===== src/tfh_pkg.sv =====
// Purpose: constants and carrier types for the tape frame header encoder
// Assumes: one clock domain, one bit of track stream per accepted symbol
// Notes: field words are held with the first bit on tape in the top bit
package tfh_pkg;
  localparam int DIGIT_W = 4;
  localparam int TC_DIGITS = 12;
  localparam int TC_BITS = TC_DIGITS * DIGIT_W;
  localparam int CRC_W = 16;
  localparam int FIELD_BITS = TC_BITS + CRC_W;
  localparam int AUX_DIGITS = 16;
  localparam int AUX_BITS = AUX_DIGITS * DIGIT_W;
  localparam int REV_FIRST = 8;
  localparam int REV_LAST = 13;
  localparam logic [CRC_W-1:0] CRC_POLY = 16'h8005;
  localparam logic [CRC_W-1:0] CRC_INIT = 16'h0000;
  localparam logic [DIGIT_W-1:0] DIGIT_MAX = 4'h9;
  localparam logic [DIGIT_W-1:0] GROUP_MAX = 4'h4;
  localparam logic [DIGIT_W-1:0] SIGN_POS = 4'h0;
  localparam logic [DIGIT_W-1:0] SIGN_NEG = 4'h8;
  localparam logic [DIGIT_W-1:0] HEADSTACK = 4'h0;
  localparam logic [DIGIT_W-1:0] PAD_DIGIT = 4'h0;

  typedef struct packed {
    logic [DIGIT_W-1:0] day_h;
    logic [DIGIT_W-1:0] day_t;
    logic [DIGIT_W-1:0] day_u;
    logic [8:0][DIGIT_W-1:0] sec;
  } tfh_time_t;

  typedef struct packed {
    logic [DIGIT_W-1:0] station_t;
    logic [DIGIT_W-1:0] station_u;
    logic recorder;
    logic pos_neg;
    logic [DIGIT_W-1:0] pos_h;
    logic [DIGIT_W-1:0] pos_t;
    logic [DIGIT_W-1:0] pos_u;
    logic [2:0] track;
    logic [2:0] group;
    logic acquisition_rack_number;
  } tfh_aux_t;

  typedef struct packed {
    logic bit_type;
    logic sideband;
    logic [2:0] baseband_converter;
  } tfh_roll_t;

  typedef enum logic [1:0] {
    FLD_TIME,
    FLD_DATA,
    FLD_AUX,
    FLD_NONE
  } tfh_field_t;

  typedef struct packed {
    logic data;
    tfh_field_t field;
  } tfh_sym_t;
endpackage


===== src/tfh_encoder.sv =====
// Purpose: splices time-code and auxiliary header fields around the data bits
// Assumes: enable_i, header inputs and data are synchronous to clk_i
// Notes: a frame is time code, DATA_BITS data bits, then the auxiliary field
`timescale 1ns/1ps
module tfh_encoder
  import tfh_pkg::*;
#(
  parameter int DATA_BITS = 2480,
  parameter int BUF_W = 1,
  parameter int BUF_DEPTH = 2
) (
  input wire logic clk_i,
  input wire logic rst_i,
  input wire logic enable_i,
  input wire tfh_time_t time_i,
  input wire tfh_aux_t aux_i,
  input wire tfh_roll_t rotates_each_frame_i,
  input wire logic din_valid_i,
  input wire logic [BUF_W-1:0] din_i,
  output logic din_ready_o,
  output logic out_valid_o,
  output tfh_sym_t out_o,
  input wire logic out_ready_i,
  output logic frame_start_o
);

  localparam int CNT_MAX = (DATA_BITS > FIELD_BITS) ? DATA_BITS : FIELD_BITS;
  localparam int CNT_W = $clog2(CNT_MAX + 1);
  localparam int PW = (BUF_DEPTH > 1) ? $clog2(BUF_DEPTH) : 1;
  localparam int BCW = $clog2(BUF_DEPTH + 1);

  generate
    if (DATA_BITS < 1 || BUF_DEPTH < 2 || BUF_W < 1) begin : g_bad
      $error("tfh_encoder: DATA_BITS, BUF_DEPTH or BUF_W out of range");
    end
  endgenerate

  typedef enum logic [1:0] {
    ST_IDLE,
    ST_TIME,
    ST_DATA,
    ST_AUX
  } tfh_state_t;

  // saturate a decimal digit into zero..nine
  function automatic logic [DIGIT_W-1:0] bcd_sat(input logic [DIGIT_W-1:0] d);
    return (d > DIGIT_MAX) ? DIGIT_MAX : d;
  endfunction

  function automatic logic [DIGIT_W-1:0] rev_digit(input logic [DIGIT_W-1:0] d);
    logic [DIGIT_W-1:0] r;
    for (int i = 0; i < DIGIT_W; i++) begin
      r[i] = d[DIGIT_W-1-i];
    end
    return r;
  endfunction

  // time-code word, first tape bit in the top position
  function automatic logic [TC_BITS-1:0] tc_word(input tfh_time_t t);
    logic [TC_DIGITS-1:0][DIGIT_W-1:0] w;
    w = t;
    for (int i = 0; i < TC_DIGITS; i++) begin
      w[i] = bcd_sat(w[i]);
    end
    return w;
  endfunction

  // auxiliary word, digit one in the top nibble
  function automatic logic [AUX_BITS-1:0] aux_word(input tfh_aux_t a, input tfh_roll_t r);
    logic [AUX_DIGITS-1:0][DIGIT_W-1:0] dg;
    dg[AUX_DIGITS-1] = bcd_sat(a.station_t);
    dg[AUX_DIGITS-2] = bcd_sat(a.station_u);
    dg[AUX_DIGITS-3] = {3'h0, a.recorder};
    dg[AUX_DIGITS-4] = HEADSTACK;
    dg[AUX_DIGITS-5] = a.pos_neg ? SIGN_NEG : SIGN_POS;
    dg[AUX_DIGITS-6] = bcd_sat(a.pos_h);
    dg[AUX_DIGITS-7] = bcd_sat(a.pos_t);
    dg[AUX_DIGITS-8] = bcd_sat(a.pos_u);
    dg[AUX_DIGITS-9] = {1'h0, a.track};
    dg[AUX_DIGITS-10] = ({1'h0, a.group} > GROUP_MAX) ? GROUP_MAX : {1'h0, a.group};
    dg[AUX_DIGITS-11] = {3'h0, r.bit_type};
    dg[AUX_DIGITS-12] = {3'h0, r.sideband};
    dg[AUX_DIGITS-13] = {1'h0, r.baseband_converter};
    dg[AUX_DIGITS-14] = {3'h0, a.acquisition_rack_number};
    dg[AUX_DIGITS-15] = PAD_DIGIT;
    dg[AUX_DIGITS-16] = PAD_DIGIT;
    for (int i = REV_FIRST; i <= REV_LAST; i++) begin
      dg[AUX_DIGITS-1-i] = rev_digit(dg[AUX_DIGITS-1-i]);
    end
    return dg;
  endfunction

  function automatic logic [CRC_W-1:0] crc_step(input logic [CRC_W-1:0] c, input logic b);
    logic fb;
    fb = b ^ c[CRC_W-1];
    return {c[CRC_W-2:0], 1'b0} ^ (fb ? CRC_POLY : '0);
  endfunction

  // two-entry input buffer so a stall downstream loses no data bit
  logic [BUF_W-1:0] buf_mem [BUF_DEPTH];
  logic [PW-1:0] wr_ptr;
  logic [PW-1:0] rd_ptr;
  logic [BCW-1:0] buf_count;
  logic [BCW-1:0] next_buf_count;
  logic buf_empty;
  logic push;
  logic pop;

  tfh_state_t state;
  logic [CNT_W-1:0] cnt;
  logic [TC_BITS-1:0] tc_sh;
  logic [AUX_BITS-1:0] aux_sh;
  logic [CRC_W-1:0] crc;
  logic ld;
  logic emit;
  logic start;
  logic last;
  logic cur_bit;
  tfh_field_t cur_field;

  assign buf_empty = (buf_count == '0);
  assign push = din_valid_i && din_ready_o;
  assign pop = emit && (state == ST_DATA);
  assign ld = !out_valid_o || out_ready_i;
  assign start = ld && enable_i && ((state == ST_IDLE) || ((state == ST_AUX) && last));

  always_comb begin
    next_buf_count = buf_count;
    if (push && !pop) begin
      next_buf_count = buf_count + BCW'(1);
    end else if (pop && !push) begin
      next_buf_count = buf_count - BCW'(1);
    end
  end

  always_ff @(posedge clk_i or posedge rst_i) begin
    if (rst_i) begin
      buf_count <= '0;
      din_ready_o <= 1'b0;
    end else begin
      buf_count <= next_buf_count;
      din_ready_o <= (next_buf_count < BCW'(BUF_DEPTH));
    end
  end

  always_ff @(posedge clk_i or posedge rst_i) begin
    if (rst_i) begin
      wr_ptr <= '0;
      rd_ptr <= '0;
    end else begin
      if (push) begin
        wr_ptr <= (wr_ptr == PW'(BUF_DEPTH - 1)) ? '0 : wr_ptr + PW'(1);
      end
      if (pop) begin
        rd_ptr <= (rd_ptr == PW'(BUF_DEPTH - 1)) ? '0 : rd_ptr + PW'(1);
      end
    end
  end

  always_ff @(posedge clk_i) begin
    if (push) begin
      buf_mem[wr_ptr] <= din_i;
    end
  end

  // symbol selection for the current state
  always_comb begin
    cur_bit = 1'b0;
    cur_field = FLD_NONE;
    last = 1'b0;
    emit = 1'b0;
    unique case (state)
      ST_IDLE: begin
        emit = 1'b0;
      end
      ST_TIME: begin
        emit = ld;
        cur_field = FLD_TIME;
        cur_bit = (cnt < CNT_W'(TC_BITS)) ? tc_sh[TC_BITS-1] : crc[CRC_W-1];
        last = (cnt == CNT_W'(FIELD_BITS - 1));
      end
      ST_DATA: begin
        emit = ld && !buf_empty;
        cur_field = FLD_DATA;
        cur_bit = buf_mem[rd_ptr][0];
        last = (cnt == CNT_W'(DATA_BITS - 1));
      end
      ST_AUX: begin
        emit = ld;
        cur_field = FLD_AUX;
        cur_bit = aux_sh[AUX_BITS-1];
        last = (cnt == CNT_W'(AUX_BITS - 1));
      end
    endcase
  end

  // frame sequencing: time code, data, then the closing auxiliary field
  always_ff @(posedge clk_i or posedge rst_i) begin
    if (rst_i) begin
      state <= ST_IDLE;
      cnt <= '0;
    end else if (start) begin
      state <= ST_TIME;
      cnt <= '0;
    end else if (emit) begin
      if (last) begin
        cnt <= '0;
        unique case (state)
          ST_TIME: state <= ST_DATA;
          ST_DATA: state <= ST_AUX;
          ST_AUX: state <= ST_IDLE;
          ST_IDLE: state <= ST_IDLE;
        endcase
      end else begin
        cnt <= cnt + CNT_W'(1);
      end
    end
  end

  // header words are captured once per frame, before its data
  always_ff @(posedge clk_i or posedge rst_i) begin
    if (rst_i) begin
      tc_sh <= '0;
      aux_sh <= '0;
    end else if (start) begin
      tc_sh <= tc_word(time_i);
      aux_sh <= aux_word(aux_i, rotates_each_frame_i);
    end else if (emit && (state == ST_TIME)) begin
      tc_sh <= {tc_sh[TC_BITS-2:0], 1'b0};
    end else if (emit && (state == ST_AUX)) begin
      aux_sh <= {aux_sh[AUX_BITS-2:0], 1'b0};
    end
  end

  always_ff @(posedge clk_i or posedge rst_i) begin
    if (rst_i) begin
      crc <= CRC_INIT;
    end else if (start) begin
      crc <= CRC_INIT;
    end else if (emit && (state == ST_TIME)) begin
      if (cnt < CNT_W'(TC_BITS)) begin
        crc <= crc_step(crc, tc_sh[TC_BITS-1]);
      end else begin
        crc <= {crc[CRC_W-2:0], 1'b0};
      end
    end
  end

  always_ff @(posedge clk_i or posedge rst_i) begin
    if (rst_i) begin
      out_valid_o <= 1'b0;
      out_o <= '{data: 1'b0, field: FLD_NONE};
    end else if (ld) begin
      out_valid_o <= emit;
      if (emit) begin
        out_o <= '{data: cur_bit, field: cur_field};
      end
    end
  end

  always_ff @(posedge clk_i or posedge rst_i) begin
    if (rst_i) begin
      frame_start_o <= 1'b0;
    end else begin
      frame_start_o <= start;
    end
  end

endmodule


===== config.mk =====
export PLATFORM = sky130hd
export DESIGN_NAME = tfh_encoder
export DESIGN_NICKNAME = d
export VERILOG_FILES = /design/src/tfh_pkg.sv /design/src/tfh_encoder.sv
export SDC_FILE = /design/constraint.sdc
export NUM_CORES = 1
export LEC_CHECK = 0
export ABC_AREA = 1
export BUFFER_PORTS_ARGS = -buffer_cell sky130_fd_sc_hd__buf_2
export CORE_MARGIN = 2
export CORE_UTILIZATION = 50
export DETAILED_ROUTE_END_ITERATION = 10
export PLACE_DENSITY = 0.79
export REMOVE_ABC_BUFFERS = 1
export SLEW_MARGIN = 20
export SYNTH_ARGS = -nofsm -noshare
export SYNTH_HDL_FRONTEND = slang
export SYNTH_SLANG_ARGS = --single-unit

===== constraint.sdc =====
create_clock -name clk_i -period 11.29 [get_ports clk_i]
set_clock_uncertainty 0.05 [all_clocks]
set_input_delay 0 -clock clk_i [delete_from_list [all_inputs] [get_ports clk_i]]
set_output_delay 0 -clock clk_i [all_outputs]
set_load 0.02 [all_outputs]

==> results of run 1 <==
==> synth_stat cells <==
cell / count / share of area
dfstp_2: 2 / 0.0071
nor2_2: 2 / 0.0017
inv_1: 92 / 0.046
nor3_1: 2 / 0.0013
buf_1: 6 / 0.0030
edfxtp_1: 2 / 0.0081
o211ai_2: 1 / 0.0017
clkbuf_1: 28 / 0.014
buf_2: 13 / 0.0087
ha_1: 9 / 0.015
nand4_1: 38 / 0.032
a21oi_1: 36 / 0.024
a21boi_0: 1 / 0.0010
o21a_1: 8 / 0.0081
inv_2: 4 / 0.0020
buf_6: 12 / 0.018
nand3_1: 168 / 0.11
or2_2: 2 / 0.0017
o2111ai_1: 1 / 0.0012
nor2_1: 89 / 0.045
a31oi_1: 1 / 0.00084
nand2_1: 223 / 0.11
xor2_1: 8 / 0.0094
dfrtp_1: 139 / 0.47
buf_4: 3 / 0.0030
o211ai_1: 13 / 0.013
o21ai_0: 47 / 0.032
o21ai_2: 2 / 0.0024
o21ai_1: 9 / 0.0061
==> power breakdown <==
part	internal [mW]	switching (mW)	leakage (nW)
clock	0.404	0.216	0.315
combinational	0.301	0.541	2.60
sequential	0.712	0.104	1.83
total	1.42	0.861	4.75
==> stage by stage <==
step	hold slack [ns]	power, mW	std cells
floorplan	0.0489	1.39	899
global placement	0.117	1.56	1183
detailed placement	0.120	1.60	1183
CTS	0.165	2.27	1325
global route	0.209	2.44	1325
finish	0.171	2.28	1325
==> logic make-up after synthesis <==
kind of cell,count (synthesis)
compound gates,119
xor+xnor,8
fa+ha+maj,9
buf+inv,158
flops,143
simple gates,524
==> registers in the layout, indices dropped and copies added (netlist names) <==
name           count
buf_count          2
cnt               12
tc_sh             48
buf_mem            2
state              2
out_valid_o        1
wr_ptr             1
din_ready_o        1
out_o              3
rd_ptr             1
frame_start_o      1
aux_sh            53
crc               16
==> worst paths after layout <==
path                                       endpoint
max in group asynchronous    aux_sh[49]$_DFFE_PP0P_
max reg2reg                   tc_sh[24]$_DFFE_PP0P_
min                          aux_sh[61]$_DFFE_PP0P_
max                           tc_sh[24]$_DFFE_PP0P_
min in group asynchronous  buf_count[0]$_DFFE_PP0P_
min reg2reg                    out_o[0]$_DFFE_PP1P_
==> layer usage <==
| layer | vias to the layer above | GRT usage |
|---|---|---|
| li1 | 3484 | - |
| met1 | 3368 | 0.333 |
| met2 | 250 | 0.403 |
| met3 | 35 | 0.0531 |
| met4 | 0 | 0.0827 |
| met5 | - | 0 |
==> layout make-up <==
type	instances	area (um^2)
Inverter	96	367
Tap cell	184	230
Fill cell	1183	4910
Sequential cell	143	3590
Timing Repair Buffer	211	1630
Multi-Input combinational cell	660	3160
Clock buffer	22	464
Clock inverter	9	181
==> worst max-delay path: cells and delay by family (launching register included) <==
kind | cells | cell delay [ns]
flip-flops | 1 | 0.54
AND/OR/NAND/NOR | 8 | 1.26
adder cells (fa/ha/maj) | 1 | 0.28
buffers and inverters | 4 | 2.06
==> metrics.yaml, run 1 <==
wl_met1_mm: 8.44
synth-seq-area-share: 0.483
gp_congestion: 0.896
place_ws_ns: 7.55
critPathMaxFanout: 100
hold_buffers: 111
drt-total-wl_mm: 19.5
initial_core_util: 0.512
root_buffer: "clkbuf_16"
port-buffer-count: 93
min_path_cells: 5
slowest_delay_ns: 0.92
worst_ep_arrival_time_ns: 4.59
final_cell_area_um2: 9620
hold_path.startpoint: "enable_i"
path_cells: "inv_1 -> ha_1 -> nor2_1 -> nand2_1 -> nor2_2 -> nand3_1 -> nand2_1 -> buf_4 -> nand2_4 -> inv_2 -> nand2_1 -> nand3_1 -> dlygate4sd3_1"
start_kind: "flip-flop"
dr_wl_met3_mm: 1.20
layout_commonest_cell: "nand2_1"
grtUsageTotal: 0.248
synth-compound-area-share: 0.0901
syn_avg_cell_area_um2: 7.74
end_kind: "flip-flop"
post_cts_buffers: 0
slew_headroom: 0.355
slew_violations: 0
synth_xor_xnor_area_share: 0.00942
die_h_um: 126
slowest_stage: "inv_2"
overflow: 0
wl_met2_mm: 9.52
vias: 7137
pin_count: 94
drtIter0Drc: 658
synth-adder-area-share: 0.0151
worst_path_most_repeated_cell: "nand2_1"
cts-buffers-inserted: 17
place_area_um2: 7870
clock_latency_ns: 0.43
rows: 44
dpl.hpwl_mm: 10.5
core_um2: 14500
grt_max_degree: 101
worst_pin_slew_ns: 0.966
synthDistinctLibCells: 29
setup_ws_ns: 7.02
synth-seq-cells: 143
critical_path_class: "flip-flop to flip-flop"
nNetsFinal: 1226
htreeDepth: 4
netlist_area_um2: 7440
layout-drive-gt1-share: 0.127
layout_common_cells: "222 x nand2_1, 168 x nand3_1, 139 x dfrtp_1"
hold_viol: 0
dieWidth_um: 126
synth-simple-area-share: 0.307
r2r-start: "state[0]$_DFFE_PP0P_"
cap_violations: 0
synth_top_family_by_area: "simple AND/OR/NAND/NOR gates"
insertedDiodeCount: 0
dieArea_um2: 15900
critical_path_required_ns: 11.61
firstDrtPassIters: 5
cts_resized: 0
avgViaCountPerCell: 5.39
cts_tree: "done"
final_antenna_net_count: 0
rsz0062_at_grt: "no"
rrSetupSlack_ns: 7.02
worstSetupStartpoint: "state[0]$_DFFE_PP0P_"
reg2regPathDepth: 13
grt_pass1_vias: 6764
p_per_area_nw_per_um2: 237
grt_pass1_wl_mm: 32.1
wl_per_cell_um: 14.7
fin_setup_tns_ns: 0
leakage_nw: 4.75
cts.path.max_buffers: 2
hold_class: "input pin to flip-flop"
antenna_found_initial: 0
syn_inst: 961
finalCriticalPeriod_ns: 4.27
postLayoutCoreUtil: 0.662
top_layer_used: "met4"
vdd_drop_max_uv: 140
synthMuxAreaShare: 0
cts.sinks: 143
area_growth_pct: 29.3
post-route-period-util: 0.378
max_freq_mhz: 234
drcViolationCount: 0
status: "completed"
clk_pin_slew_ns: 0.06
yosysWarnings: 0
setup-violations-final: 0
Power figures use the tool's default switching activity.
==> run 2, diff against run 1 <==
==> constraint.sdc (replaced) <==
create_clock -name clk_i -period 4.1 [get_ports clk_i]
set_clock_uncertainty 0.05 [all_clocks]
set_input_delay 0 -clock clk_i [delete_from_list [all_inputs] [get_ports clk_i]]
set_output_delay 0 -clock clk_i [all_outputs]
set_load 0.02 [all_outputs]
==> metrics.yaml, run 2 (synthesis results as in run 1) <==
largest-register: "aux_sh"
postLayoutCoreUtil: 0.662
p_seq_frac: 0.363
r2r-start: "state[0]$_DFFE_PP0P_"
max_freq_mhz: 287
multi_input_area_um2: 3160
insertedDiodeCount: 0
slowest_stage: "inv_2"
die_h_um: 126
drtIter0Drc: 631
grtUsageTotal: 0.241
clk_pin_slew_ns: 0.06
critPathMaxFanout: 57
critical_path_required_ns: 4.41
setup_ws_ns: 0.612
largest_reg_flops: 53
dpl.hpwl_mm: 10.2
antenna_found_initial: 0
leakage_nw: 4.76
overflow: 0
clock_latency_ns: 0.42
cts.path.max_buffers: 2
post-route-period-util: 0.851
grt_pass1_wl_mm: 31.6
reg.largest.list: "aux_sh (53), tc_sh (48), crc (16)"
fin_setup_tns_ns: 0
root_buffer: "clkbuf_16"
hold_viol: 0
dieArea_um2: 15900
seq_area_um2: 3590
place_ws_ns: 1.11
port-buffer-count: 93
avgViaCountPerCell: 5.35
drcViolationCount: 0
wl_per_cell_um: 14.1
worst_ep_arrival_time_ns: 3.80
cts-buffers-inserted: 17
dieWidth_um: 126
swShare: 0.382
p_sw_mw: 2.36
firstDrtPassIters: 5
setup-violations-final: 0
initial_core_util: 0.512
stdcell_count: 1328
slowest_delay_ns: 0.79
area_growth_pct: 29.4
vias: 7110
place_area_um2: 7920
final_cell_area_um2: 9630
pin_count: 94
cts.sinks: 143
end_kind: "flip-flop"
worst_pin_slew_ns: 0.876
path_buf_inv: 3
slew_headroom: 0.415
layout-drive-gt1-share: 0.135
intPower_mw: 3.81
fillerInstances: 1158
htreeDepth: 4
layout_commonest_cell: "nand2_1"
rows: 44
path_cells: "inv_1 -> ha_1 -> nor2_1 -> nand2_1 -> nor2_2 -> nand3_1 -> nand2_1 -> nand2_4 -> inv_2 -> nand2_1 -> nand3_1 -> dlygate4sd3_1"
core_um2: 14500
final_antenna_net_count: 0
dp.cells: 1188
layout_common_cells: "222 x nand2_1, 168 x nand3_1, 139 x dfrtp_1"
worst_path_most_repeated_cell: "nand2_1"
p_per_area_nw_per_um2: 641
grt_max_degree: 112
nNetsFinal: 1228
cp_top_family: "buffers and inverters"
gp_congestion: 0.876
grt_pass1_vias: 6939
finalCriticalPeriod_ns: 3.49
start_kind: "flip-flop"
vdd_drop_max_uv: 371
p_clk_frac: 0.262
critical_path_class: "flip-flop to flip-flop"
cap_violations: 0
rsz0062_at_grt: "no"
cts_tree: "done"
hold_class: "input pin to async pin"
slew_violations: 0
status: "completed"
combPwrFrac: 0.376
drt-total-wl_mm: 18.7
worstSetupStartpoint: "state[0]$_DFFE_PP0P_"
## run 2: layer usage
metal,up-vias,part of all wire,track usage
met5,-,0,0
li1,3484,-,-
met4,0,0.018,0.0840
met2,244,0.48,0.391
met3,36,0.056,0.0548
met1,3346,0.45,0.322
## run 2: worst min-delay path, stage by stage
cell and delay, ns:
dlygate4sd3_1 0.53, buf_2 0.15, inv_8 0.46
## run 2: area by class of cell
class / instances / area share
inverter: 96 / 0.0382
multi-input combinational: 660 / 0.328
clock inverter: 10 / 0.0127
tap: 184 / 0.0239
timing repair buffer: 213 / 0.171
clock buffer: 22 / 0.0525
sequential: 143 / 0.373
## run 2: path summary, 6_finish.rpt
| check | end | slack, ns | cells past startpoint |
|---|---|---|---|
| worst max-delay path | tc_sh[24]$_DFFE_PP0P_ | 0.61 | 12 |
| worst min-delay path | wr_ptr$_DFFE_PP0P_ | 0.18 | 3 |
| worst max register to register | tc_sh[24]$_DFFE_PP0P_ | 0.61 | 12 |
| worst min register to register | out_o[0]$_DFFE_PP1P_ | 0.43 | 2 |
| max in group asynchronous | tc_sh[7]$_DFFE_PP0P_ | 2.82 | 4 |
| min in group clk_i | buf_mem[1]$_DFFE_PP_ | 0.26 | 2 |
## run 2: power groups by stage
| stage | combinational [mW] | sequential (mW) | clock, mW |
|---|---|---|---|
| final | 2.32 | 2.24 | 1.61 |
| after global routing | 2.65 | 2.30 | 1.69 |
| after CTS | 2.29 | 2.23 | 1.63 |
| after detailed placement | 2.16 | 2.25 | 0 |
| after global placement | 2.10 | 2.23 | 0 |
| after floorplan | 1.60 | 2.22 | 0 |
## run 2: repair_timing
item / CTS / global route
resized for setup: 0 / 0
buffers inserted: 0 / 0
endpoints found under the hold margin: 196 / 0
hold buffers: 108 / 0
## run 2: per-stage QoR
stage	total power [mW]	hold slack, ns
floorplan	3.82	0.0489
global placement	4.33	0.143
detailed placement	4.40	0.146
CTS	6.15	0.244
global route	6.64	0.263
finish	6.17	0.180
==> run 3, diff against run 2 <==
==> constraint.sdc (replaced) <==
create_clock -name clk_i -period 3.39 [get_ports clk_i]
set_clock_uncertainty 0.05 [all_clocks]
set_input_delay 0 -clock clk_i [delete_from_list [all_inputs] [get_ports clk_i]]
set_output_delay 0 -clock clk_i [all_outputs]
set_load 0.02 [all_outputs]
==> metrics.yaml, run 3 (synthesis results as in run 1) <==
start_kind: "flip-flop"
layout-drive-gt1-share: 0.132
dpl.hpwl_mm: 10.2
hold_class: "input pin to async pin"
dieArea_um2: 15900
multi_input_area_um2: 3160
slew_violations: 0
post_cts_buffers: 0
worst_ep_arrival_time_ns: 3.38
wl_per_cell_um: 14.3
cp_top_family: "buffers and inverters"
drtIter0Drc: 618
cts.path.max_buffers: 2
core_um2: 14500
root_buffer: "clkbuf_16"
dp.cells: 1189
end_kind: "flip-flop"
cp.depth: 11
firstDrtPassIters: 6
hold_viol: 0
vdd_drop_max_uv: 453
grtUsageTotal: 0.247
slowest_stage: "dlygate4sd3_1"
critPathMaxFanout: 57
fin_setup_tns_ns: 0
overflow: 0
seq_area_um2: 3590
htreeDepth: 4
rrSetupSlack_ns: 0.27
slowest_delay_ns: 0.58
critical_path_class: "flip-flop to flip-flop"
dieWidth_um: 126
cts_tree: "done"
reg.largest.list: "aux_sh (53), tc_sh (48), crc (16)"
rsz0062_at_grt: "no"
max_freq_mhz: 321
layout_common_cells: "222 x nand2_1, 168 x nand3_1, 139 x dfrtp_1"
final_antenna_net_count: 0
slew_headroom: 0.512
stdcell_count: 1333
avgViaCountPerCell: 5.39
critical_path_required_ns: 3.65
setup_ws_ns: 0.271
port-buffer-count: 93
layout_commonest_cell: "nand2_1"
initial_core_util: 0.512
vias: 7191
drt-total-wl_mm: 19.1
grt_pass1_wl_mm: 32.1
post-route-period-util: 0.920
grt_pass1_vias: 6816
path_buf_inv: 4
gp_congestion: 0.922
fillerInstances: 1150
nNetsFinal: 1232
postLayoutCoreUtil: 0.664
rows: 44
worst_pin_slew_ns: 0.732
largest-register: "aux_sh"
area_growth_pct: 29.8
antenna_found_initial: 1
largest_reg_flops: 53
finalCriticalPeriod_ns: 3.12
status: "completed"
reg2regPathDepth: 11
cts.sinks: 143
clock_latency_ns: 0.43
path_cells: "inv_1 -> ha_1 -> inv_1 -> o21ai_0 -> nand2_1 -> nor2_4 -> buf_6 -> o21ai_0 -> nand2_1 -> nand3_1 -> dlygate4sd3_1"
p_total_mw: 7.47
die_h_um: 126
place_ws_ns: 0.623
setup-violations-final: 0
grt_max_degree: 191
drcViolationCount: 0
p_per_area_nw_per_um2: 773
leakage_nw: 4.76
pin_count: 94
cts-buffers-inserted: 17
clk_pin_slew_ns: 0.06
cap_violations: 0
## run 3: cell types whose count changed in the layout (fill, tap and decap cells not counted), moves of 2 or more
cell	before	now
bufinv_16	2	4
clkinv_2	1	3
clkbuf_8	4	0
clkinv_1	0	3
clkbuf_1	0	2
dlygate4sd3_1	108	111
## run 3: worst paths after layout
check / to / start
max in group asynchronous: out_o[1]$_DFFE_PP1P_ / rst_i
min in group clk_i: aux_sh[53]$_DFFE_PP0P_ / enable_i
max: tc_sh[24]$_DFFE_PP0P_ / state[0]$_DFFE_PP0P_
min reg2reg: out_o[0]$_DFFE_PP1P_ / out_o[0]$_DFFE_PP1P_
min: crc[0]$_DFFE_PP0P_ / rst_i
max reg2reg: tc_sh[24]$_DFFE_PP0P_ / state[0]$_DFFE_PP0P_
## run 3: per-layer routing
layer	up-vias	part of all wire	GRT usage
li1	3499	-	-
met1	3367	0.43	0.327
met2	262	0.48	0.400
met3	63	0.058	0.0518
met4	0	0.032	0.0989
met5	-	0	0
## run 3: report_power, final
part           switching (mW)  internal (mW)
clock                   0.720           1.22
combinational            1.78           1.04
sequential              0.346           2.37
total                    2.84           4.63
## run 3: per-stage QoR
| stage | area, um^2 | hold WS, ns |
|---|---|---|
| CTS | 9650 | 0.213 |
| global route | 9660 | 0.262 |
| detailed placement | 7940 | 0.132 |
| global placement | 7940 | 0.136 |
| finish | 9660 | 0.189 |
| floorplan | 7090 | 0.0489 |
## run 3: worst min-delay path, stage by stage
cell	delay [ns]
dlygate4sd3_1	0.53
buf_2	0.14
inv_6	0.48
## run 3: final cells by class
type | count | area share
clock buffer | 19 | 0.0448
multi-input combinational | 660 | 0.327
timing repair buffer | 217 | 0.176
clock inverter | 13 | 0.0176
antenna | 1 | 0.000259
tap | 184 | 0.0238
inverter | 96 | 0.0378
sequential | 143 | 0.372
## run 3: what timing repair did
item	CTS	global route
hold endpoints to repair	166	0
hold buffers	111	0
setup endpoints to repair	0	1
resized for setup	0	1
